`config.mk`:
```
export PLATFORM = sky130hd
export DESIGN_NAME = pbt_panel_top
export DESIGN_NICKNAME = d
export VERILOG_FILES = /design/src/hw/pbt_pkg.sv /design/src/hw/pbt_beeper.sv /design/src/hw/pbt_panel_top.sv
export SDC_FILE = /design/constraint.sdc
export NUM_CORES = 1
export LEC_CHECK = 0
export BUFFER_PORTS_ARGS = -buffer_cell sky130_fd_sc_hd__clkbuf_2
export CAP_MARGIN = 25
export CELL_PAD_IN_SITES_DETAIL_PLACEMENT = 1
export CELL_PAD_IN_SITES_GLOBAL_PLACEMENT = 1
export CORE_MARGIN = 3
export CORE_UTILIZATION = 41
export CTS_CLUSTER_SIZE = 14
export DETAILED_ROUTE_END_ITERATION = 7
export GPL_ROUTABILITY_DRIVEN = 1
export PLACE_DENSITY_LB_ADDON = 0.1
export SLEW_MARGIN = 20
export SYNTH_ARGS = -nofsm -noshare
export SYNTH_HDL_FRONTEND = slang
export SYNTH_SLANG_ARGS = --single-unit
```
`constraint.sdc`:
```
create_clock -name pclk -period 4.5 [get_ports pclk]
set_input_delay 0.45 -clock pclk [delete_from_list [all_inputs] [get_ports pclk]]
set_output_delay 0.45 -clock pclk [all_outputs]
set_load 0.02 [all_outputs]
```
`src/hw/pbt_pkg.sv`:
```
package pbt_pkg;

    // register map, byte addresses
    localparam logic [11:0] ADDR_CFG = 12'h000;
    localparam logic [11:0] ADDR_PROG = 12'h004;
    localparam logic [11:0] ADDR_MAXDUR = 12'h008;
    localparam logic [11:0] ADDR_STEP = 12'h00C;
    localparam logic [11:0] ADDR_STATUS = 12'h010;

    // field positions
    localparam int CFG_DOOR_BIT = 0;
    localparam int CFG_SRST_BIT = 1;
    localparam int PROG_TM_BIT = 0;
    localparam int PROG_ECO_BIT = 1;
    localparam int ST_EN_BIT = 0;
    localparam int ST_LVL_LSB = 1;
    localparam int ST_SEQ_LSB = 3;
    localparam int ST_BUSY_BIT = 5;
    localparam int ST_PEND_LSB = 8;

    // reset values
    localparam logic RST_DOOR_FIT = 1'b0;
    localparam logic RST_BUZ_EN = 1'b1;
    localparam int DUR_W = 10;
    localparam logic [9:0] RST_MAXDUR = 10'h000;
    localparam logic [9:0] RST_STEP = 10'h000;

    // synchronised input positions
    localparam int IX_PWR = 0;
    localparam int IX_END = 1;
    localparam int IX_ALM = 2;
    localparam int IX_SEL = 3;
    localparam int IX_DOOR = 4;
    localparam int IX_PLUS = 5;
    localparam int IX_MINUS = 6;
    localparam int IX_PA = 7;
    localparam int IX_PB = 8;
    localparam int IX_KEYS = 9;

    // pending one-shot requests
    localparam int P_ON = 0;
    localparam int P_OFF = 1;
    localparam int P_CONF = 2;
    localparam int P_CLICK = 3;

    // timing: base tick of one millisecond
    localparam int unsigned CLK_PERIOD_NS = 5;
    localparam int unsigned TICK_PERIOD_NS = 1000000;
    localparam int unsigned TICK_CYCLES = TICK_PERIOD_NS / CLK_PERIOD_NS;
    localparam int SMS_W = 19;
    localparam logic [18:0] END_INTERVAL_MS = 19'h03A98;
    localparam logic [18:0] END_TOTAL_MS = 19'h1D4C0;
    localparam logic [18:0] ALM_INTERVAL_MS = 19'h03A98;
    localparam logic [18:0] ALM_TOTAL_MS = 19'h493E0;
    localparam logic [11:0] TOGGLE_HOLD_MS = 12'hBB8;
    localparam int BMS_W = 10;
    localparam logic [9:0] CLICK_MS = 10'h014;
    localparam logic [9:0] SHORT_MS = 10'h064;
    localparam logic [9:0] LONG_MS = 10'h1F4;
    localparam logic [9:0] GAP_MS = 10'h096;
    localparam logic [9:0] TUNE_MS = 10'h0C8;

    // tones and levels
    localparam logic [1:0] TONE_CLICK = 2'h0;
    localparam logic [1:0] TONE_LOW = 2'h1;
    localparam logic [1:0] TONE_MID = 2'h2;
    localparam logic [1:0] TONE_HIGH = 2'h3;
    localparam logic [1:0] LVL_MAX = 2'h3;
    localparam logic [1:0] LVL_ECO_STEP = 2'h2;

    typedef enum logic [1:0] {SEQ_IDLE, SEQ_END, SEQ_ALARM} pbt_seq_t;
    typedef enum logic [1:0] {B_IDLE, B_ON, B_GAP} pbt_beep_t;

endpackage

```
`src/hw/pbt_beeper.sv`:
```
`timescale 1ns/10ps
`default_nettype none
module pbt_beeper
    import pbt_pkg::*;
(
    input wire logic pclk,
    input wire logic presetn,
    input wire logic clr,
    input wire logic tick,
    input wire logic start,
    input wire logic [1:0] count,
    input wire logic [BMS_W-1:0] on_ms,
    input wire logic [BMS_W-1:0] off_ms,
    input wire logic [1:0] tone,
    output logic busy,
    output logic buzz_on,
    output logic [1:0] buzz_tone
);
    pbt_beep_t st_q;
    logic [BMS_W-1:0] ms_q;
    logic [BMS_W-1:0] on_len_q;
    logic [BMS_W-1:0] off_len_q;
    logic [1:0] left_q;
    logic on_end;
    logic gap_end;

    assign on_end = (st_q == B_ON) && tick && (ms_q == on_len_q - 1'b1);
    assign gap_end = (st_q == B_GAP) && tick && (ms_q == off_len_q - 1'b1);
    assign busy = (st_q != B_IDLE);

    always_ff @(posedge pclk or negedge presetn)
    begin
        if (!presetn)
        begin
            st_q <= B_IDLE;
            ms_q <= '0;
            on_len_q <= '0;
            off_len_q <= '0;
            left_q <= '0;
            buzz_on <= 1'b0;
            buzz_tone <= TONE_CLICK;
        end
        else if (clr)
        begin
            st_q <= B_IDLE;
            buzz_on <= 1'b0;
        end
        else if (start)
        begin
            st_q <= B_ON;
            ms_q <= '0;
            on_len_q <= on_ms;
            off_len_q <= off_ms;
            left_q <= count;
            buzz_on <= 1'b1;
            buzz_tone <= tone;
        end
        else
        begin
            unique case (st_q)
                B_IDLE: ms_q <= '0;
                B_ON:
                begin
                    ms_q <= on_end ? '0 : ms_q + BMS_W'(tick);
                    if (on_end)
                    begin
                        left_q <= left_q - 2'h1;
                        st_q <= (left_q == 2'h1) ? B_IDLE : B_GAP;
                        buzz_on <= 1'b0;
                    end
                end
                B_GAP:
                begin
                    ms_q <= gap_end ? '0 : ms_q + BMS_W'(tick);
                    if (gap_end)
                    begin
                        st_q <= B_ON;
                        buzz_on <= 1'b1;
                    end
                end
                default: st_q <= B_IDLE;
            endcase
        end
    end
endmodule
`default_nettype wire

```
`src/hw/pbt_panel_top.sv`:
```
`timescale 1ns/10ps
`default_nettype none
// Overview of operation
// - Switching the appliance on plays one tune and switching it off plays another.
// - Every recognised touch sensor press gives a short click.
// - Cycle end sounds three long beeps, repeated every 15 s until 2 minutes have passed.
// - With the instant door switch fitted, a door opening aborts the cycle-end beeps.
// - A malfunction sounds three short beeps at 15 s intervals for 5 minutes in all.
// - The buzzer enable starts out enabled.
// - When disabled, clicks and malfunction beeps still sound; tunes and cycle-end do not.
// - Enable toggling is taken only in programme selection; alarm beeps never depend on it.
// - Holding the sensor pair for 3 s toggles enable, confirmed by one or two short beeps.
// - Volume is fixed, with no control to adjust it.
// - Selecting a level-capable programme lights all four segments at maximum duration.
// - Plus at four segments changes neither segments nor duration.
// - Outside economy, each minus above the minimum drops one segment and steps the duration down.
// - One segment always stays lit; minus at the minimum changes nothing.
// - Each plus below maximum adds one segment and lengthens the duration up to the maximum.
// - On the economy programme one minus press removes two segments at once, and none when fewer than three are lit.
module pbt_panel_top
    import pbt_pkg::*;
#(
    parameter int unsigned TICK_CYC = TICK_CYCLES,
    parameter int unsigned NUM_KEYS = 5
)
(
    input wire logic pclk,
    input wire logic presetn,
    input wire logic [11:0] paddr,
    input wire logic psel,
    input wire logic penable,
    input wire logic pwrite,
    input wire logic [31:0] pwdata,
    output logic [31:0] prdata,
    output logic pready,
    output logic pslverr,
    input wire logic power_on,
    input wire logic cycle_end,
    input wire logic malfunction,
    input wire logic select_phase,
    input wire logic door_open,
    input wire logic key_plus,
    input wire logic key_minus,
    input wire logic pair_key_a,
    input wire logic pair_key_b,
    input wire logic [NUM_KEYS-1:0] touch_key,
    output logic buzz_on,
    output logic [1:0] buzz_tone,
    output logic [3:0] seg_on,
    output logic [DUR_W-1:0] duration
);
    localparam int IN_W = IX_KEYS + NUM_KEYS;
    localparam int TCW = (TICK_CYC > 1) ? $clog2(TICK_CYC) : 1;

    logic [IN_W-1:0] raw;
    logic [IN_W-1:0] s1_q;
    logic [IN_W-1:0] s2_q;
    logic [IN_W-1:0] s3_q;
    logic [IN_W-1:0] rise;
    logic [IN_W-1:0] fall;

    assign raw = {touch_key, pair_key_b, pair_key_a, key_minus, key_plus,
                  door_open, select_phase, malfunction, cycle_end, power_on};

    genvar gi;
    generate
        for (gi = 0; gi < IN_W; gi++)
        begin : g_sync
            always_ff @(posedge pclk or negedge presetn)
            begin
                if (!presetn)
                begin
                    s1_q[gi] <= 1'b0;
                    s2_q[gi] <= 1'b0;
                    s3_q[gi] <= 1'b0;
                end
                else
                begin
                    s1_q[gi] <= raw[gi];
                    s2_q[gi] <= s1_q[gi];
                    s3_q[gi] <= s2_q[gi];
                end
            end
        end
    endgenerate

    assign rise = s2_q & ~s3_q;
    assign fall = ~s2_q & s3_q;

    // millisecond tick
    logic [TCW-1:0] tick_cnt_q;
    logic tick;
    assign tick = (tick_cnt_q == TCW'(TICK_CYC - 1));

    always_ff @(posedge pclk or negedge presetn)
    begin
        if (!presetn)
            tick_cnt_q <= '0;
        else
            tick_cnt_q <= tick ? '0 : tick_cnt_q + 1'b1;
    end

    // apb decode
    logic setup;
    logic access;
    logic hit_cfg;
    logic hit_prog;
    logic hit_max;
    logic hit_step;
    logic hit_st;
    logic mapped;
    logic wr_cfg;
    logic wr_prog;
    logic wr_max;
    logic wr_step;
    logic clr;

    assign setup = psel & ~penable;
    assign access = psel & penable;
    assign hit_cfg = (paddr == ADDR_CFG);
    assign hit_prog = (paddr == ADDR_PROG);
    assign hit_max = (paddr == ADDR_MAXDUR);
    assign hit_step = (paddr == ADDR_STEP);
    assign hit_st = (paddr == ADDR_STATUS);
    assign mapped = hit_cfg | hit_prog | hit_max | hit_step | hit_st;
    assign wr_cfg = access & pwrite & hit_cfg;
    assign wr_prog = access & pwrite & hit_prog;
    assign wr_max = access & pwrite & hit_max;
    assign wr_step = access & pwrite & hit_step;
    assign clr = wr_cfg & pwdata[CFG_SRST_BIT];
    assign pready = 1'b1;
    assign pslverr = access & ~mapped;

    logic door_fit_q;
    logic prog_tm_q;
    logic prog_eco_q;
    logic [DUR_W-1:0] maxdur_q;
    logic [DUR_W-1:0] step_q;

    always_ff @(posedge pclk or negedge presetn)
    begin
        if (!presetn)
        begin
            door_fit_q <= RST_DOOR_FIT;
            prog_tm_q <= 1'b0;
            prog_eco_q <= 1'b0;
            maxdur_q <= RST_MAXDUR;
            step_q <= RST_STEP;
        end
        else
        begin
            if (wr_cfg)
                door_fit_q <= pwdata[CFG_DOOR_BIT];
            if (wr_prog)
            begin
                prog_tm_q <= pwdata[PROG_TM_BIT];
                prog_eco_q <= pwdata[PROG_ECO_BIT];
            end
            if (wr_max)
                maxdur_q <= pwdata[DUR_W-1:0];
            if (wr_step)
                step_q <= pwdata[DUR_W-1:0];
        end
    end

    // buzzer enable and pair-hold toggle
    logic en_q;
    logic [11:0] hold_ms_q;
    logic hold_done_q;
    logic pair_held;
    logic toggle_fire;

    assign pair_held = s2_q[IX_PA] & s2_q[IX_PB] & s2_q[IX_SEL];
    assign toggle_fire = pair_held & ~hold_done_q & tick
                         & (hold_ms_q == TOGGLE_HOLD_MS - 1'b1);

    always_ff @(posedge pclk or negedge presetn)
    begin
        if (!presetn)
        begin
            en_q <= RST_BUZ_EN;
            hold_ms_q <= '0;
            hold_done_q <= 1'b0;
        end
        else if (clr)
        begin
            en_q <= RST_BUZ_EN;
            hold_ms_q <= '0;
            hold_done_q <= 1'b0;
        end
        else if (!pair_held)
        begin
            hold_ms_q <= '0;
            hold_done_q <= 1'b0;
        end
        else if (toggle_fire)
        begin
            en_q <= ~en_q;
            hold_done_q <= 1'b1;
        end
        else if (tick && !hold_done_q)
            hold_ms_q <= hold_ms_q + 12'h001;
    end

    // duration level manager
    logic [1:0] level_q;
    logic [1:0] level_d;
    logic tm_act_d;
    logic eco_d;
    logic [DUR_W-1:0] maxdur_d;
    logic [DUR_W-1:0] step_d;
    logic [DUR_W-1:0] steps_d;
    logic [3:0] seg_d;
    logic [DUR_W-1:0] dur_d;

    assign eco_d = wr_prog ? pwdata[PROG_ECO_BIT] : prog_eco_q;
    assign tm_act_d = eco_d | (wr_prog ? pwdata[PROG_TM_BIT] : prog_tm_q);
    assign maxdur_d = wr_max ? pwdata[DUR_W-1:0] : maxdur_q;
    assign step_d = wr_step ? pwdata[DUR_W-1:0] : step_q;

    always_comb
    begin
        level_d = level_q;
        if (wr_prog)
            level_d = LVL_MAX;
        else if (tm_act_d && rise[IX_PLUS] && level_q != LVL_MAX)
            level_d = level_q + 2'h1;
        else if (tm_act_d && rise[IX_MINUS] && eco_d && level_q >= LVL_ECO_STEP)
            level_d = level_q - LVL_ECO_STEP;
        else if (tm_act_d && rise[IX_MINUS] && !eco_d && level_q != 2'h0)
            level_d = level_q - 2'h1;
    end

    assign steps_d = DUR_W'(LVL_MAX - level_d);
    assign dur_d = tm_act_d ? maxdur_d - steps_d * step_d : maxdur_d;

    generate
        for (gi = 0; gi < 4; gi++)
        begin : g_seg
            assign seg_d[gi] = tm_act_d & (level_d >= 2'(gi));
        end
    endgenerate

    always_ff @(posedge pclk or negedge presetn)
    begin
        if (!presetn)
        begin
            level_q <= LVL_MAX;
            seg_on <= 4'h0;
            duration <= RST_MAXDUR;
        end
        else
        begin
            level_q <= level_d;
            seg_on <= seg_d;
            duration <= dur_d;
        end
    end

    // repeating end-of-cycle and alarm sequences
    pbt_seq_t seq_q;
    logic [SMS_W-1:0] seq_ms_q;
    logic [SMS_W-1:0] slot_ms_q;
    logic [SMS_W-1:0] seq_total;
    logic [SMS_W-1:0] seq_interval;
    logic start_alarm;
    logic start_end;
    logic door_abort;
    logic timeout;
    logic slot_wrap;
    logic pat_pend_q;
    logic pat_set;

    assign start_alarm = rise[IX_ALM];
    assign start_end = rise[IX_END] & en_q & (seq_q != SEQ_ALARM);
    assign door_abort = (seq_q == SEQ_END) & rise[IX_DOOR] & door_fit_q;
    assign seq_total = (seq_q == SEQ_ALARM) ? ALM_TOTAL_MS : END_TOTAL_MS;
    assign seq_interval = (seq_q == SEQ_ALARM) ? ALM_INTERVAL_MS : END_INTERVAL_MS;
    assign timeout = (seq_q != SEQ_IDLE) & tick & (seq_ms_q == seq_total - 1'b1);
    assign slot_wrap = (seq_q != SEQ_IDLE) & tick & (slot_ms_q == seq_interval - 1'b1);
    assign pat_set = start_alarm | start_end
                     | (slot_wrap & ~timeout & ~door_abort);

    always_ff @(posedge pclk or negedge presetn)
    begin
        if (!presetn)
        begin
            seq_q <= SEQ_IDLE;
            seq_ms_q <= '0;
            slot_ms_q <= '0;
        end
        else if (clr)
            seq_q <= SEQ_IDLE;
        else if (start_alarm || start_end)
        begin
            seq_q <= start_alarm ? SEQ_ALARM : SEQ_END;
            seq_ms_q <= '0;
            slot_ms_q <= '0;
        end
        else if (door_abort || timeout)
            seq_q <= SEQ_IDLE;
        else if (tick && seq_q != SEQ_IDLE)
        begin
            seq_ms_q <= seq_ms_q + 1'b1;
            slot_ms_q <= slot_wrap ? '0 : slot_ms_q + 1'b1;
        end
    end

    // request flags and beeper arbitration
    logic bp_busy;
    logic bp_idle;
    logic g_pat;
    logic [3:0] pend_q;
    logic [3:0] pend_set;
    logic [3:0] grant;
    logic conf_two_q;
    logic pat_play_q;
    logic bp_clr;
    logic bp_start;
    logic [1:0] bp_count;
    logic [BMS_W-1:0] bp_on;
    logic [BMS_W-1:0] bp_off;
    logic [1:0] bp_tone;

    assign bp_idle = ~bp_busy;
    assign g_pat = bp_idle & pat_pend_q;
    assign grant[P_ON] = bp_idle & ~pat_pend_q & pend_q[P_ON];
    assign grant[P_OFF] = bp_idle & ~pat_pend_q & ~pend_q[P_ON] & pend_q[P_OFF];
    assign grant[P_CONF] = bp_idle & ~pat_pend_q & ~(|pend_q[P_OFF:P_ON]) & pend_q[P_CONF];
    assign grant[P_CLICK] = bp_idle & ~pat_pend_q & ~(|pend_q[P_CONF:P_ON]) & pend_q[P_CLICK];
    assign pend_set[P_ON] = rise[IX_PWR] & en_q;
    assign pend_set[P_OFF] = fall[IX_PWR] & en_q;
    assign pend_set[P_CONF] = toggle_fire;
    assign pend_set[P_CLICK] = |rise[IN_W-1:IX_PLUS];
    assign bp_start = g_pat | (|grant);
    // a door abort silences only a pattern group that is sounding
    assign bp_clr = clr | (door_abort & pat_play_q & bp_busy);

    generate
        for (gi = 0; gi < 4; gi++)
        begin : g_pend
            always_ff @(posedge pclk or negedge presetn)
            begin
                if (!presetn)
                    pend_q[gi] <= 1'b0;
                else if (clr)
                    pend_q[gi] <= 1'b0;
                else
                    pend_q[gi] <= pend_set[gi] | (pend_q[gi] & ~grant[gi]);
            end
        end
    endgenerate

    always_ff @(posedge pclk or negedge presetn)
    begin
        if (!presetn)
        begin
            pat_pend_q <= 1'b0;
            pat_play_q <= 1'b0;
            conf_two_q <= 1'b0;
        end
        else
        begin
            if (clr)
                pat_pend_q <= 1'b0;
            else if (pat_set)
                pat_pend_q <= 1'b1;
            else if (door_abort || timeout || g_pat)
                pat_pend_q <= 1'b0;
            if (toggle_fire)
                conf_two_q <= en_q;
            if (bp_clr)
                pat_play_q <= 1'b0;
            else if (g_pat)
                pat_play_q <= 1'b1;
            else if (bp_idle)
                pat_play_q <= 1'b0;
        end
    end

    always_comb
    begin
        bp_count = 2'h1;
        bp_on = CLICK_MS;
        bp_off = GAP_MS;
        bp_tone = TONE_CLICK;
        if (g_pat)
        begin
            bp_count = 2'h3;
            bp_on = (seq_q == SEQ_ALARM) ? SHORT_MS : LONG_MS;
            bp_tone = TONE_HIGH;
        end
        else if (grant[P_ON] || grant[P_OFF])
        begin
            bp_count = 2'h2;
            bp_on = TUNE_MS;
            bp_tone = grant[P_ON] ? TONE_HIGH : TONE_LOW;
        end
        else if (grant[P_CONF])
        begin
            bp_count = conf_two_q ? 2'h2 : 2'h1;
            bp_on = SHORT_MS;
            bp_tone = TONE_MID;
        end
    end

    // fixed volume: the buzzer is only ever on or off
    pbt_beeper u_beeper (
        .pclk(pclk),
        .presetn(presetn),
        .clr(bp_clr),
        .tick(tick),
        .start(bp_start),
        .count(bp_count),
        .on_ms(bp_on),
        .off_ms(bp_off),
        .tone(bp_tone),
        .busy(bp_busy),
        .buzz_on(buzz_on),
        .buzz_tone(buzz_tone)
    );

    // register read, data taken in the setup phase
    logic [31:0] rdata_mux;
    assign rdata_mux =
        hit_cfg ? {31'h0, door_fit_q} :
        hit_prog ? {30'h0, prog_eco_q, prog_tm_q} :
        hit_max ? {{(32 - DUR_W){1'b0}}, maxdur_q} :
        hit_step ? {{(32 - DUR_W){1'b0}}, step_q} :
        hit_st ? {20'h0, pend_q, 2'h0, bp_busy, seq_q, level_q, en_q} :
        32'h0;

    always_ff @(posedge pclk or negedge presetn)
    begin
        if (!presetn)
            prdata <= 32'h0;
        else if (setup && !pwrite)
            prdata <= rdata_mux;
    end
endmodule
`default_nettype wire

```
### Word-level counts from Yosys, hierarchy flattened

Index checks and enable logic that the tools add are counted.

| word-level totals | value |
|---|---|
| flip-flop bits (word level) | 220 |
| bits of input ports | 63 |
| output and inout bits | 51 |
| logic and storage cells | 319 |

| cells by class | value |
|---|---|
| add/sub/neg operators | 14 |
| multipliers | 1 |
| magnitude comparators | 5 |
| equality and inequality tests | 25 |
| mux-type cells | 77 |
| bitwise operators | 78 |
| reduce and logical (&&, ||, !) cells | 47 |

Operators with widths:

| operator | number |
|---|---|
| 19-bit 2-to-1 mux | 8 |
| 12-bit 2-to-1 mux | 9 |
| 10-bit 2-to-1 mux | 8 |
| 2-bit 2-to-1 mux | 24 |
| 1-bit AND | 45 |
| 19-bit by 1-bit adder with 19-bit output (second input constant) | 2 |
| 10-bit one-hot mux with 3 select lines | 1 |
| 12-bit by 4-bit == test with 1-bit output (second input constant) | 2 |
| 1-bit 2-to-1 mux | 22 |
| 10-bit == test | 2 |
| 19-bit by 14-bit == test with 1-bit output (second input constant) | 1 |
| 19-bit == test | 1 |
| 19-bit by 1-bit subtractor with 19-bit output (second input constant) | 1 |
| 18-bit by 1-bit adder with 18-bit output (second input constant) | 1 |
| 18-bit == test (second input constant) | 1 |
| 18-bit 2-to-1 mux | 1 |
| 1-bit NOT | 18 |
| 2-bit nonzero test | 8 |
| 14-bit AND | 1 |
| 1-bit logical AND | 14 |
| 14-bit NOT | 1 |
| 1-bit bitwise OR | 13 |
| 12-bit by 1-bit adder with 12-bit output (second input constant) | 1 |
| 12-bit == test (second input constant) | 1 |
| other kinds (36) | 61 |

### Longest topological paths before layout

Gate-level depths: netlist of the first run.

| logic depth | value |
|---|---|
| word-level depth | 16 |
| gate-level depth with buffers | 20 |
| depth with buffers taken out | 19 |

### Cells and area by module

Synthesis of the first run repeated with hierarchy kept, for this count alone.

| unflattened totals | value |
|---|---|
| cell total of the unflattened synthesis | 1130 |
| area total of the unflattened synthesis | 11228.3 µm² |

By module, submodules not included:

| module | times used | cells an instance | area an instance (µm²) | seq. area each (µm²) |
|---|---|---|---|---|
| pbt_panel_top | 1 | 864 | 8678.3 | 4282.9 |
| pbt_beeper | 1 | 266 | 2549.9 | 925.9 |

### Least setup slack after synthesis of the first run

No wires, ideal clock.

| timing path | value |
|---|---|
| path kind | register to register |
| from | register level_q[1] |
| to | register duration[9] |
| library setup time | 0.121 ns |
| arrival time | 4.683 ns |
| data required time | 4.379 ns |
| setup slack | -0.304 ns |
| stages on the path, launching flop included | 19 |
| buffers on the path | 1 |
| clock period less this slack | 4.804 ns |
| cells stage by stage | dfstp_2 inv_1 ha_1 or4b_2 o211a_1 nand2_1 clkbuf_1 nor2_1 ha_1 fa_1 inv_1 ha_1 or2_2 a21oi_1 a211oi_1 a2111oi_0 a21oi_1 mux2_2 xor2_1 |

| between the ends | value |
|---|---|
| word-level cells in the longest chain between the ends | 10 |
| elaborated cells between the ends (all ways) | 17 |
| those cells by class | add/sub: 5; mul: 1; order compare: 1; eq/ne: 1; mux: 5; reduce/logical: 4 |

RTL lines:

| what | RTL line | RTL |
|---|---|---|
| start: declaration | pbt_panel_top.sv:206 | `logic [1:0] level_q;` |
| start signal: assignment | pbt_panel_top.sv:254 | `level_q <= level_d;` |
| parallel branches: the longest is 4 deep, another holds 2-bit by 1-bit subtractor with 2-bit output | - |  |
| 2-bit 2-to-1 mux (*) | pbt_panel_top.sv:226 | `else if (tm_act_d && rise[IX_PLUS] && level_q != LVL_MAX)` |
| 2-bit 2-to-1 mux (*) | pbt_panel_top.sv:224 | `if (wr_prog)` |
| via level_d[1] | pbt_panel_top.sv:207 | `logic [1:0] level_d;` |
| 2-bit by 2-bit subtractor with 3-bit output (*) | pbt_panel_top.sv:234 | `assign steps_d = DUR_W'(LVL_MAX - level_d);` |
| 3-bit by 10-bit multiplier with 10-bit output (*) | pbt_panel_top.sv:235 | `assign dur_d = tm_act_d ? maxdur_d - steps_d * step_d : maxdur_d;` |
| 10-bit subtractor (*) | pbt_panel_top.sv:235 |  |
| 10-bit 2-to-1 mux (*) | pbt_panel_top.sv:235 |  |
| via dur_d[9] | pbt_panel_top.sv:214 | `logic [DUR_W-1:0] dur_d;` |
| end signal: assignment | pbt_panel_top.sv:256 | `duration <= dur_d;` |
| end: declaration | pbt_panel_top.sv:50 | `output logic [DUR_W-1:0] duration` |

Mark *: on every way through the listed nets, which the timed path passes.
A chain may end at the register's enable or synchronous reset.

### Worst setup path in the final report of the first run

| timing path | value |
|---|---|
| from | register level_q[1] |
| to | register duration[9] |

| between the ends | value |
|---|---|
| word-level cells in the longest chain between the ends | 10 |
| elaborated cells between the ends (all ways) | 17 |
| those cells by class | add/sub: 5; mul: 1; order compare: 1; eq/ne: 1; mux: 5; reduce/logical: 4 |

RTL lines:

| what | RTL line |
|---|---|
| parallel branches: the longest is 4 deep, another holds 2-bit by 1-bit subtractor with 2-bit output | - |
| 2-bit 2-to-1 mux (*) | pbt_panel_top.sv:226 |
| 2-bit 2-to-1 mux (*) | pbt_panel_top.sv:224 |
| 2-bit by 2-bit subtractor with 3-bit output (*) | pbt_panel_top.sv:234 |
| 3-bit by 10-bit multiplier with 10-bit output (*) | pbt_panel_top.sv:235 |
| 10-bit subtractor (*) | pbt_panel_top.sv:235 |
| 10-bit 2-to-1 mux (*) | pbt_panel_top.sv:235 |
| via dur_d[9] | pbt_panel_top.sv:214 |

Marks and branches as above.

==> flow_metrics.py, run 1 <==
metrics = {
    "outcome": {
        "outcome": "complete, no violations",
    },
    "synthesis": {
        "ys.flop_type": "dfrtp_1",
        "synth_area_leaders": "dfrtp_1 48%, nor2_1 4.3%, ha_1 4.1%",
        "yosys_warnings": 0,
        "synth_edf_count": 0,
        "synth_top_cell_area_share_pct": 48.3,
        "ys_types": 71,
        "ys_ff_latch": 196,
        "yosysSeqAreaShare_pct": 49.1,
        "synth.most_common_cell": "dfrtp_1",
        "avgSynthCellArea_um2": 9.82,
        "synthCells": 1019,
        "syn_area_mm2": 0.0100,
        "netlist_top_cells_count": "193 x dfrtp_1, 114 x nor2_1, 88 x nand2_1",
        "async_flop_share_pct": 100,
        "synth_area_leader_cell": "dfrtp_1",
    },
    "cells_and_area": {
        "fin_area_mm2": 0.0117,
        "multi_input_area_mm2": 0.00480,
        "area_growth_pct": 16.7,
        "fin_nets": 1224,
        "fill_cells": 2669,
        "diodes": 0,
        "register_area_mm2": 0.00491,
        "layout-drive-gt1-share_pct": 17.5,
    },
    "clock_tree": {
        "clk_pin_slew_worst_paths_ns": 0.09,
        "htreeDepth": 4,
        "cts-buffers-inserted": 17,
        "cts_root_buf": "clkbuf_16",
        "cts_buffer_depth": 2,
        "cts_hold_buf": 0,
        "cts_tree": "yes",
        "clk_latency_ns": 0.44,
        "clock-sinks": 196,
    },
    "routing": {
        "vias": 7644,
        "drc": 0,
        "routed_wl_mm": 25.3,
        "drt-initial-drc-count": 458,
        "dr.pass1.iters": 4,
        "viasPerCell": 5.26,
        "post_drt_wl_per_cell_um": 17.4,
        "antenna_left": 0,
    },
    "floorplan": {
        "die_h_um": 162,
        "rows": 56,
        "start_util_pct": 42.1,
        "die_x_um": 162,
        "io_pins": 114,
        "die_area_mm2": 0.0263,
        "core_mm2": 0.0238,
    },
    "power": {
        "leakage_uw": 0.00543,
        "powerDensity_mw_per_mm2": 366,
        "ir_drop_mv": 0.241,
    },
    "min_path": {
        "min_path_type": "primary input to flip-flop",
    },
    "global_route": {
        "grt_pass1_wl_mm": 42.2,
        "gr-usage-all-layers_pct": 19.9,
        "grt_max_degree": 116,
        "overflow": 0,
        "grt_pass1_vias": 8069,
        "antenna_found_initial": 0,
    },
    "place": {
        "gp_congestion": 0.813,
        "port_buffers": 70,
        "hpwl_mm": 17.9,
        "place_area_mm2": 0.0108,
    },
    "sta": {
        "rsz0062_at_grt": "no",
        "hold_viol": 0,
        "post-route-period-util_pct": 97.2,
        "worst_pin_slew_ns": 0.933,
        "fmax_mhz": 229,
        "clock_skew_ns": 0.0191,
        "finalSetupViolCount": 0,
        "fin_crit_ns": 4.38,
        "final.setup.tns_ns": 0,
        "max_slew_margin_pct": 37.8,
        "slew_viol_final": 0,
    },
    "setup_path": {
        "crit_arrival_ns": 4.70,
        "crit_path_start_kind": "flip-flop",
        "path_cells": "inv_2, ha_4, or4b_2, o211a_1, nand2_2, nor2_1, ha_1, fa_1, inv_1, ha_4, nand2_1, mux2_4, a211oi_4, a2111oi_4, a21oi_2, mux2_4, xor2_1",
        "critPathKind": "flip-flop to flip-flop",
        "cp_slowest_cell": "or4b_2",
        "slowest_delay_ns": 0.58,
        "critPathCaptureType": "flip-flop",
        "crit_family": "adder cells",
        "crit_required_ns": 4.82,
        "worst-path-buf-inv": 2,
        "path_max_fanout": 4,
    },
    "run": {
        "drv_cap": 0,
    },
}
[placed cells by master (no fill, tap or decap), types with 5 or more instances in the layout]
cell type	count
clkinv_8	6
nor3_1	27
inv_1	63
o21a_1	5
or2_2	6
nor2b_1	10
mux2i_1	22
xnor2_1	39
ha_1	30
a31oi_1	12
dfrtp_1	193
clkbuf_16	17
o21ai_0	52
buf_4	39
nor4b_1	5
xor2_1	32
nand3b_1	7
nand4_1	16
conb_1	21
nor4_1	16
nor2_1	113
a21oi_1	28
nand2_1	87
mux2_2	8
a21boi_0	5
and3_1	21
or3_1	7
clkbuf_2	69
nand2b_1	16
and2_1	5
fa_1	6
nand3_1	40
o31ai_1	8
[registers in the layout (all words and copies together) (netlist names), 2 cells and up]
signal and count:
tick_cnt_q 18, seg_on 4, prdata 12, u_beeper.buzz_tone 2
seq_ms_q 19, u_beeper.on_len_q 7, maxdur_q 10, u_beeper.left_q 2
step_q 10, s1_q 14, u_beeper.ms_q 10, s3_q 13
duration 10, hold_ms_q 12, s2_q 14, seq_q 2
level_q 2, u_beeper.st_q 2, slot_ms_q 19, pend_q 4
[area by class of cell]
type / count / share of cell area (%)
clock buffer: 17 / 3.64
multi-input combinational: 729 / 41.1
clock inverter: 15 / 1.70
inverter: 66 / 2.17
timing repair buffer: 111 / 5.88
tap: 319 / 3.42
sequential: 196 / 42.1
[repair_timing]
item / in CTS / in global routing
setup endpoints to repair: 3 / 4
gates resized for setup: 10 / 21
pin swaps: 9 / 16
setup buffers: 14 / 0
cloned: 0 / 0
[metal layers]
layer	vias to the layer above	share of wire (%)	global-route usage, %	routed length, um
li1	3686	-	-	-
met1	3845	48	27.6	12100
met2	99	49	33.5	12400
met3	14	2.5	2.70	637
met4	0	0.87	4.34	221
met5	-	0	0	0
[through the flow]
stage / hold slack, ns / instances / total power [uW] / setup WS (ns) / util (%)
2_1_floorplan: 0.154 / 1038 / 2480 / 0.0174 / -
3_3_place_gp: 0.332 / 1409 / 2690 / -0.0568 / 45.5
3_5_place_dp: 0.336 / 1409 / 2710 / -0.120 / 45.5
4_1_cts: 0.0881 / 1455 / 4320 / 0.00655 / 48.8
5_1_grt: 0.0877 / 1453 / 4510 / 0.000355 / 49.1
6_report: 0.103 / 1453 / 4270 / 0.124 / 49.1
[where the power goes]
group	total (uW)	switching, uW	internal [uW]
sequential	1990	116	1870
combinational	700	448	252
clock	1580	813	768
[final timing paths]
check,start,to,slack (ns),cells after the start
setup reg to reg,level_q[1]$_DFF_PN1_,duration[9]$_DFF_PN0_,0.12,17
hold reg to reg,s1_q[4]$_DFF_PN0_,s2_q[4]$_DFF_PN0_,0.35,0
setup / recovery,level_q[1]$_DFF_PN1_,duration[9]$_DFF_PN0_,0.12,17
max in group asynchronous,presetn,s3_q[0]$_DFF_PN0_,3.38,2
min in group asynchronous,presetn,hold_ms_q[10]$_DFFE_PN0P_,0.13,1
hold / removal,key_minus,s1_q[6]$_DFF_PN0_,0.10,1
[cell families after synthesis]
kind of cell / Yosys count / share of synthesized area [%]
other cells: 2 / 0.0751
simple gates: 407 / 20.5
flops: 196 / 49.1
buf+inv: 113 / 5.18
compound gates: 157 / 10.0
xor+xnor: 72 / 6.30
mux: 32 / 3.33
fa+ha+maj: 40 / 5.53
Note: power is estimated with default switching activity, not from simulation.
==> inputs of run 2 (changes only) <==
Settings changed: CORE_UTILIZATION 41 to 25, SKIP_LAST_GASP set to 1.
==> run 2 against run 1 <==
  * The run now ends with hold timing left
  * Utilization is 19 points lower
  * Worst hold slack worse by 0.12 ns
  * Setup slack better by 0.0098 ns
  * Global-route usage is 6.5 points lower
  * Largest power group unchanged
  * Total power is 0.70% higher
  * Non-clock buffer count is 7 higher
  * Maximum frequency is 0.22% higher
==> flow_metrics.py, run 2 (synthesis gave the netlist of run 1 again) <==
metrics = {
    "global_route": {
        "antenna_found_initial": 0,
        "grt_pass1_vias": 7979,
        "grt_pass1_wl_mm": 44.6,
        "grt_max_degree": 101,
        "gr-usage-all-layers_pct": 13.4,
        "overflow": 0,
    },
    "cells_and_area": {
        "top_regs": "seq_ms_q: 19 flops, slot_ms_q: 19 flops, tick_cnt_q: 18 flops",
        "layout-drive-gt1-share_pct": 17.5,
        "fill_cells": 4567,
        "final_cell_mix": "193 x dfrtp_1, 112 x nor2_1, 87 x nand2_1, 69 x clkbuf_2, 64 x inv_1",
        "diodes": 0,
        "fin_cells": 1659,
        "final_core_util_pct": 30.5,
        "fin_nets": 1231,
        "final_common_cell": "dfrtp_1",
        "area_growth_pct": 19.1,
    },
    "floorplan": {
        "die_x_um": 206,
        "io_pins": 114,
        "core_mm2": 0.0391,
        "die_area_mm2": 0.0424,
        "start_util_pct": 25.6,
        "rows": 72,
        "die_h_um": 206,
    },
    "sta": {
        "hold_slack_ns": -0.0151,
        "max_slew_margin_pct": 41.5,
        "clock_skew_ns": 0.0145,
        "worst_pin_slew_ns": 0.870,
        "fmax_mhz": 229,
        "final.setup.tns_ns": 0,
        "finalSetupViolCount": 0,
        "hold_viol": 6,
        "post-route-period-util_pct": 97.0,
        "slew_viol_final": 0,
        "fin_crit_ns": 4.37,
    },
    "routing": {
        "antenna_left": 0,
        "dr.pass1.iters": 4,
        "drc": 0,
        "post_drt_wl_per_cell_um": 16.4,
        "routed_wl_mm": 27.1,
        "vias": 7468,
        "viasPerCell": 4.50,
        "drt-initial-drc-count": 270,
    },
    "setup_path": {
        "reg2reg_from": "level_q[1]$_DFF_PN1_",
        "crit_arrival_ns": 4.71,
        "crit_required_ns": 4.85,
        "critPathCaptureType": "flip-flop",
        "critical_path.startpoint": "level_q[1]$_DFF_PN1_",
        "path_max_fanout": 3,
        "critPathKind": "flip-flop to flip-flop",
        "crit_path_start_kind": "flip-flop",
    },
    "outcome": {
        "violations": "hold timing",
        "outcome": "finished with violations",
    },
    "clock_tree": {
        "cts_tree": "yes",
        "cts-buffers-inserted": 17,
        "cts_buffer_depth": 2,
        "cts_root_buf": "clkbuf_16",
        "clock-sinks": 196,
        "clk_latency_ns": 0.46,
        "clk_pin_slew_worst_paths_ns": 0.08,
        "htreeDepth": 4,
    },
    "run": {
        "drv_cap": 0,
    },
    "min_path": {
        "min_path_type": "primary input to asynchronous set/reset pin",
    },
    "place": {
        "dp_cells": 1626,
        "gp_congestion": 0.734,
        "hpwl_mm": 20.2,
        "port_buffers": 70,
    },
    "power": {
        "powerDensity_mw_per_mm2": 361,
        "leakage_uw": 0.00544,
        "ir_drop_mv": 0.269,
        "p_total_uw": 4300,
    },
}
-- run 2: path summary, 6_finish.rpt --
| path | endpoint | slack (ns) | cells past startpoint |
|---|---|---|---|
| min in group pclk | s1_q[12]$_DFF_PN0_ | 0.09 | 1 |
| max in group asynchronous | en_q$_DFFE_PN1P_ | 3.50 | 2 |
| setup / recovery | duration[9]$_DFF_PN0_ | 0.13 | 17 |
| hold / removal | tick_cnt_q[9]$_DFF_PN0_ | -0.02 | 1 |
| hold reg to reg | s2_q[10]$_DFF_PN0_ | 0.35 | 0 |
| setup reg to reg | duration[9]$_DFF_PN0_ | 0.13 | 17 |
-- run 2: worst max-delay path: stages, from the launching register on --
cell       delay [ns]
dfstp_2          0.53
inv_1            0.07
ha_4             0.28
or4b_2           0.57
o211a_1          0.16
nand2_2          0.09
nor2_1           0.05
ha_1             0.29
fa_2             0.56
inv_1            0.08
ha_4             0.27
nand2_1          0.04
mux2_4           0.30
a211oi_4         0.27
a2111oi_4        0.07
a21oi_2          0.18
mux2_4           0.32
xor2_1           0.14
-- run 2: metal layers --
metal	wire, um	share of wire [%]	up-vias	GRT usage [%]
li1	-	-	3703	-
met1	13400	49	3689	18.2
met4	238	0.88	0	3.20
met3	561	2.1	13	2.63
met5	0	0	-	0
met2	13000	48	63	22.1
-- run 2: report_power, final --
group / switching, uW / internal [uW] / leakage [uW]
Clock: 803 / 798 / 0.000292
Combinational: 453 / 253 / 0.00261
Sequential: 120 / 1870 / 0.00254
Total: 1380 / 2920 / 0.00544
-- run 2: cell type report --
type                            count  area [um^2]  share of cell area, %
Sequential cell                   196         4910                   41.2
Multi-Input combinational cell    729         4760                   39.9
Clock inverter                     15          181                   1.52
Timing Repair Buffer              118          741                   6.22
Inverter                           66          253                   2.12
Tap cell                          518          648                   5.44
Clock buffer                       17          425                   3.57
-- run 2: what timing repair did --
action	in CTS	in global routing
hold buffers	0	0
buffers inserted	0	1
setup endpoints to repair	2	4
resized for setup	7	19
pin swaps	6	11
-- run 2: through the flow --
stage,setup slack (ns),instance area [um^2]
2_1_floorplan,0.0174,10100
3_3_place_gp,-0.110,11200
3_5_place_dp,-0.146,11200
4_1_cts,0.00343,11800
5_1_grt,-0.0207,11900
6_report,0.134,11900
==> inputs of run 3 (changes only) <==
Settings changed: BUFFER_PORTS_ARGS -buffer_cell sky130_fd_sc_hd__clkbuf_2 to -buffer_cell sky130_fd_sc_hd__buf_2.
Clock period 4.5 ns to 5.01 ns, I/O delays scaled along.
==> run 3 against run 2 <==
  * The run now ends clean
  * Die area is the same
  * Utilization down 0.63 points
  * Largest power group unchanged
  * Highest routed layer unchanged
  * Worst hold slack better by 0.081 ns
  * Final area is 2.1% lower
  * Wire length decreased by 0.96%
  * Global-route usage shrank 0.27 points
  * Sequential power shrank 10%
  * Final cell count down 1.3%
==> flow_metrics.py, run 3 (synthesis gave the netlist of run 1 again) <==
metrics = {
    "outcome": {
        "outcome": "complete, no violations",
    },
    "clock_tree": {
        "clock-sinks": 196,
        "cts-buffers-inserted": 17,
        "htreeDepth": 4,
        "cts_root_buf": "clkbuf_16",
        "clk_pin_slew_worst_paths_ns": 0.08,
        "cts_buffer_depth": 2,
        "clk_latency_ns": 0.44,
        "cts_tree": "yes",
    },
    "cells_and_area": {
        "final_common_cell": "dfrtp_1",
        "top_regs": "seq_ms_q: 19 flops, slot_ms_q: 19 flops, tick_cnt_q: 18 flops",
        "area_growth_pct": 16.7,
        "diodes": 0,
        "fin_nets": 1210,
        "fill_cells": 4515,
        "fin_area_mm2": 0.0117,
        "layout-drive-gt1-share_pct": 14.6,
        "multi_input_area_mm2": 0.00466,
        "final_cell_mix": "193 x dfrtp_1, 114 x nor2_1, 88 x nand2_1, 69 x buf_2, 65 x inv_1",
        "register_area_mm2": 0.00491,
    },
    "setup_path": {
        "rrSetupSlack_ns": 0.23,
        "critPathCaptureType": "flip-flop",
        "path_max_fanout": 4,
        "crit_path_start_kind": "flip-flop",
        "timing.rr.end": "duration[8]$_DFF_PN0_",
        "rr_worst_depth": 19,
        "critPathKind": "flip-flop to flip-flop",
        "crit_arrival_ns": 5.13,
        "reg2reg_from": "level_q[0]$_DFF_PN1_",
        "crit_required_ns": 5.35,
    },
    "place": {
        "place_area_mm2": 0.0110,
        "gp_congestion": 0.767,
        "hpwl_mm": 19.8,
        "port_buffers": 70,
    },
    "power": {
        "powerDensity_mw_per_mm2": 334,
        "ir_drop_mv": 0.240,
        "leakage_uw": 0.00535,
    },
    "floorplan": {
        "die_x_um": 206,
        "rows": 72,
        "die_h_um": 206,
        "start_util_pct": 25.6,
        "die_area_mm2": 0.0424,
        "core_mm2": 0.0391,
        "io_pins": 114,
    },
    "routing": {
        "post_drt_wl_per_cell_um": 16.4,
        "viasPerCell": 4.52,
        "drc": 0,
        "antenna_left": 0,
        "routed_wl_mm": 26.9,
        "drt-initial-drc-count": 272,
        "dr.pass1.iters": 4,
        "vias": 7407,
    },
    "sta": {
        "post-route-period-util_pct": 95.5,
        "clock_skew_ns": 0.0122,
        "max_slew_margin_pct": 35.9,
        "fmax_mhz": 209,
        "final.setup.tns_ns": 0,
        "fin_crit_ns": 4.78,
        "slew_viol_final": 0,
        "finalSetupViolCount": 0,
        "hold_viol": 0,
        "worst_pin_slew_ns": 0.961,
        "rsz0062_at_grt": "yes",
    },
    "global_route": {
        "grt_pass1_vias": 7848,
        "overflow": 0,
        "gr-usage-all-layers_pct": 13.1,
        "antenna_found_initial": 0,
        "grt_max_degree": 109,
        "grt_pass1_wl_mm": 44.0,
    },
    "run": {
        "drv_cap": 0,
    },
    "min_path": {
        "min_path_type": "primary input to asynchronous set/reset pin",
    },
}
run 3: cell count changes in the layout (fill, tap and decap cells not counted), sizes merged:
| cell | previous run | this run |
|---|---|---|
| buf | 49 | 97 |
| bufinv | 1 | 3 |
| inv | 73 | 70 |
| clkbuf | 86 | 21 |
| clkinv | 6 | 4 |
| clkinvlp | 1 | 0 |
run 3: cell type report:
class / instances / share of cell area, %
clock inverters: 11 / 1.45
well taps: 518 / 5.55
repair buffers: 97 / 4.93
clock buffers: 21 / 3.86
flip-flops and latches: 196 / 42.1
multi-input cells: 729 / 40.0
inverters: 66 / 2.17
run 3: through the flow:
stage / util, % / std cells / power, uW / setup slack [ns] / hold slack [ns]
2_1_floorplan: - / 1038 / 2230 / 0.206 / 0.205
3_3_place_gp: 28.2 / 1605 / 2460 / 0.178 / 0.332
3_5_place_dp: 28.2 / 1605 / 2460 / 0.114 / 0.336
4_1_cts: 29.8 / 1637 / 3990 / 0.0913 / 0.125
5_1_grt: 29.8 / 1638 / 4130 / -0.0827 / 0.125
6_report: 29.8 / 1638 / 3900 / 0.226 / 0.0654
run 3: worst max path at each step:
stage / startpoint / endpoint / cells after the start
floorplan: level_q[1]$_DFF_PN1_ / duration[9]$_DFF_PN0_ / 18
global placement: level_q[0]$_DFF_PN1_ / duration[9]$_DFF_PN0_ / 19
detailed placement: level_q[0]$_DFF_PN1_ / duration[9]$_DFF_PN0_ / 19
CTS: level_q[0]$_DFF_PN1_ / duration[9]$_DFF_PN0_ / 19
global route: level_q[0]$_DFF_PN1_ / duration[8]$_DFF_PN0_ / 19
finish: level_q[0]$_DFF_PN1_ / duration[8]$_DFF_PN0_ / 19
run 3: report_power, final:
group | switching [uW] | internal (uW)
clock network | 664 | 818
registers | 106 | 1680
logic | 411 | 223
run 3: timing repair:
| action | 4_1_cts | 5_1_grt |
|---|---|---|
| buffers inserted | 0 | 1 |
| gates resized for setup | 0 | 3 |
| endpoints found under the setup margin | 0 | 2 |
| hold buffers | 0 | 0 |
run 3: per-layer routing:
layer	wire length [um]	vias up	GRT usage (%)
li1	-	3652	-
met1	13400	3679	18.4
met2	12700	61	21.3
met3	496	15	2.36
met4	259	0	2.88
met5	0	-	0
run 3: worst max-delay path, stage by stage, from the launching register on:
cell,delay [ns]
dfstp_2,0.56
inv_1,0.08
ha_1,0.21
or3b_2,0.47
o32ai_2,0.14
xnor2_1,0.11
or2_2,0.32
nor2_1,0.13
ha_1,0.25
fa_1,0.49
buf_4,0.16
fa_1,0.47
nor2b_1,0.14
o21ai_0,0.13
a21oi_1,0.19
o21ai_0,0.14
a21boi_1,0.21
o21ai_0,0.13
nor3b_1,0.15
o31ai_1,0.19
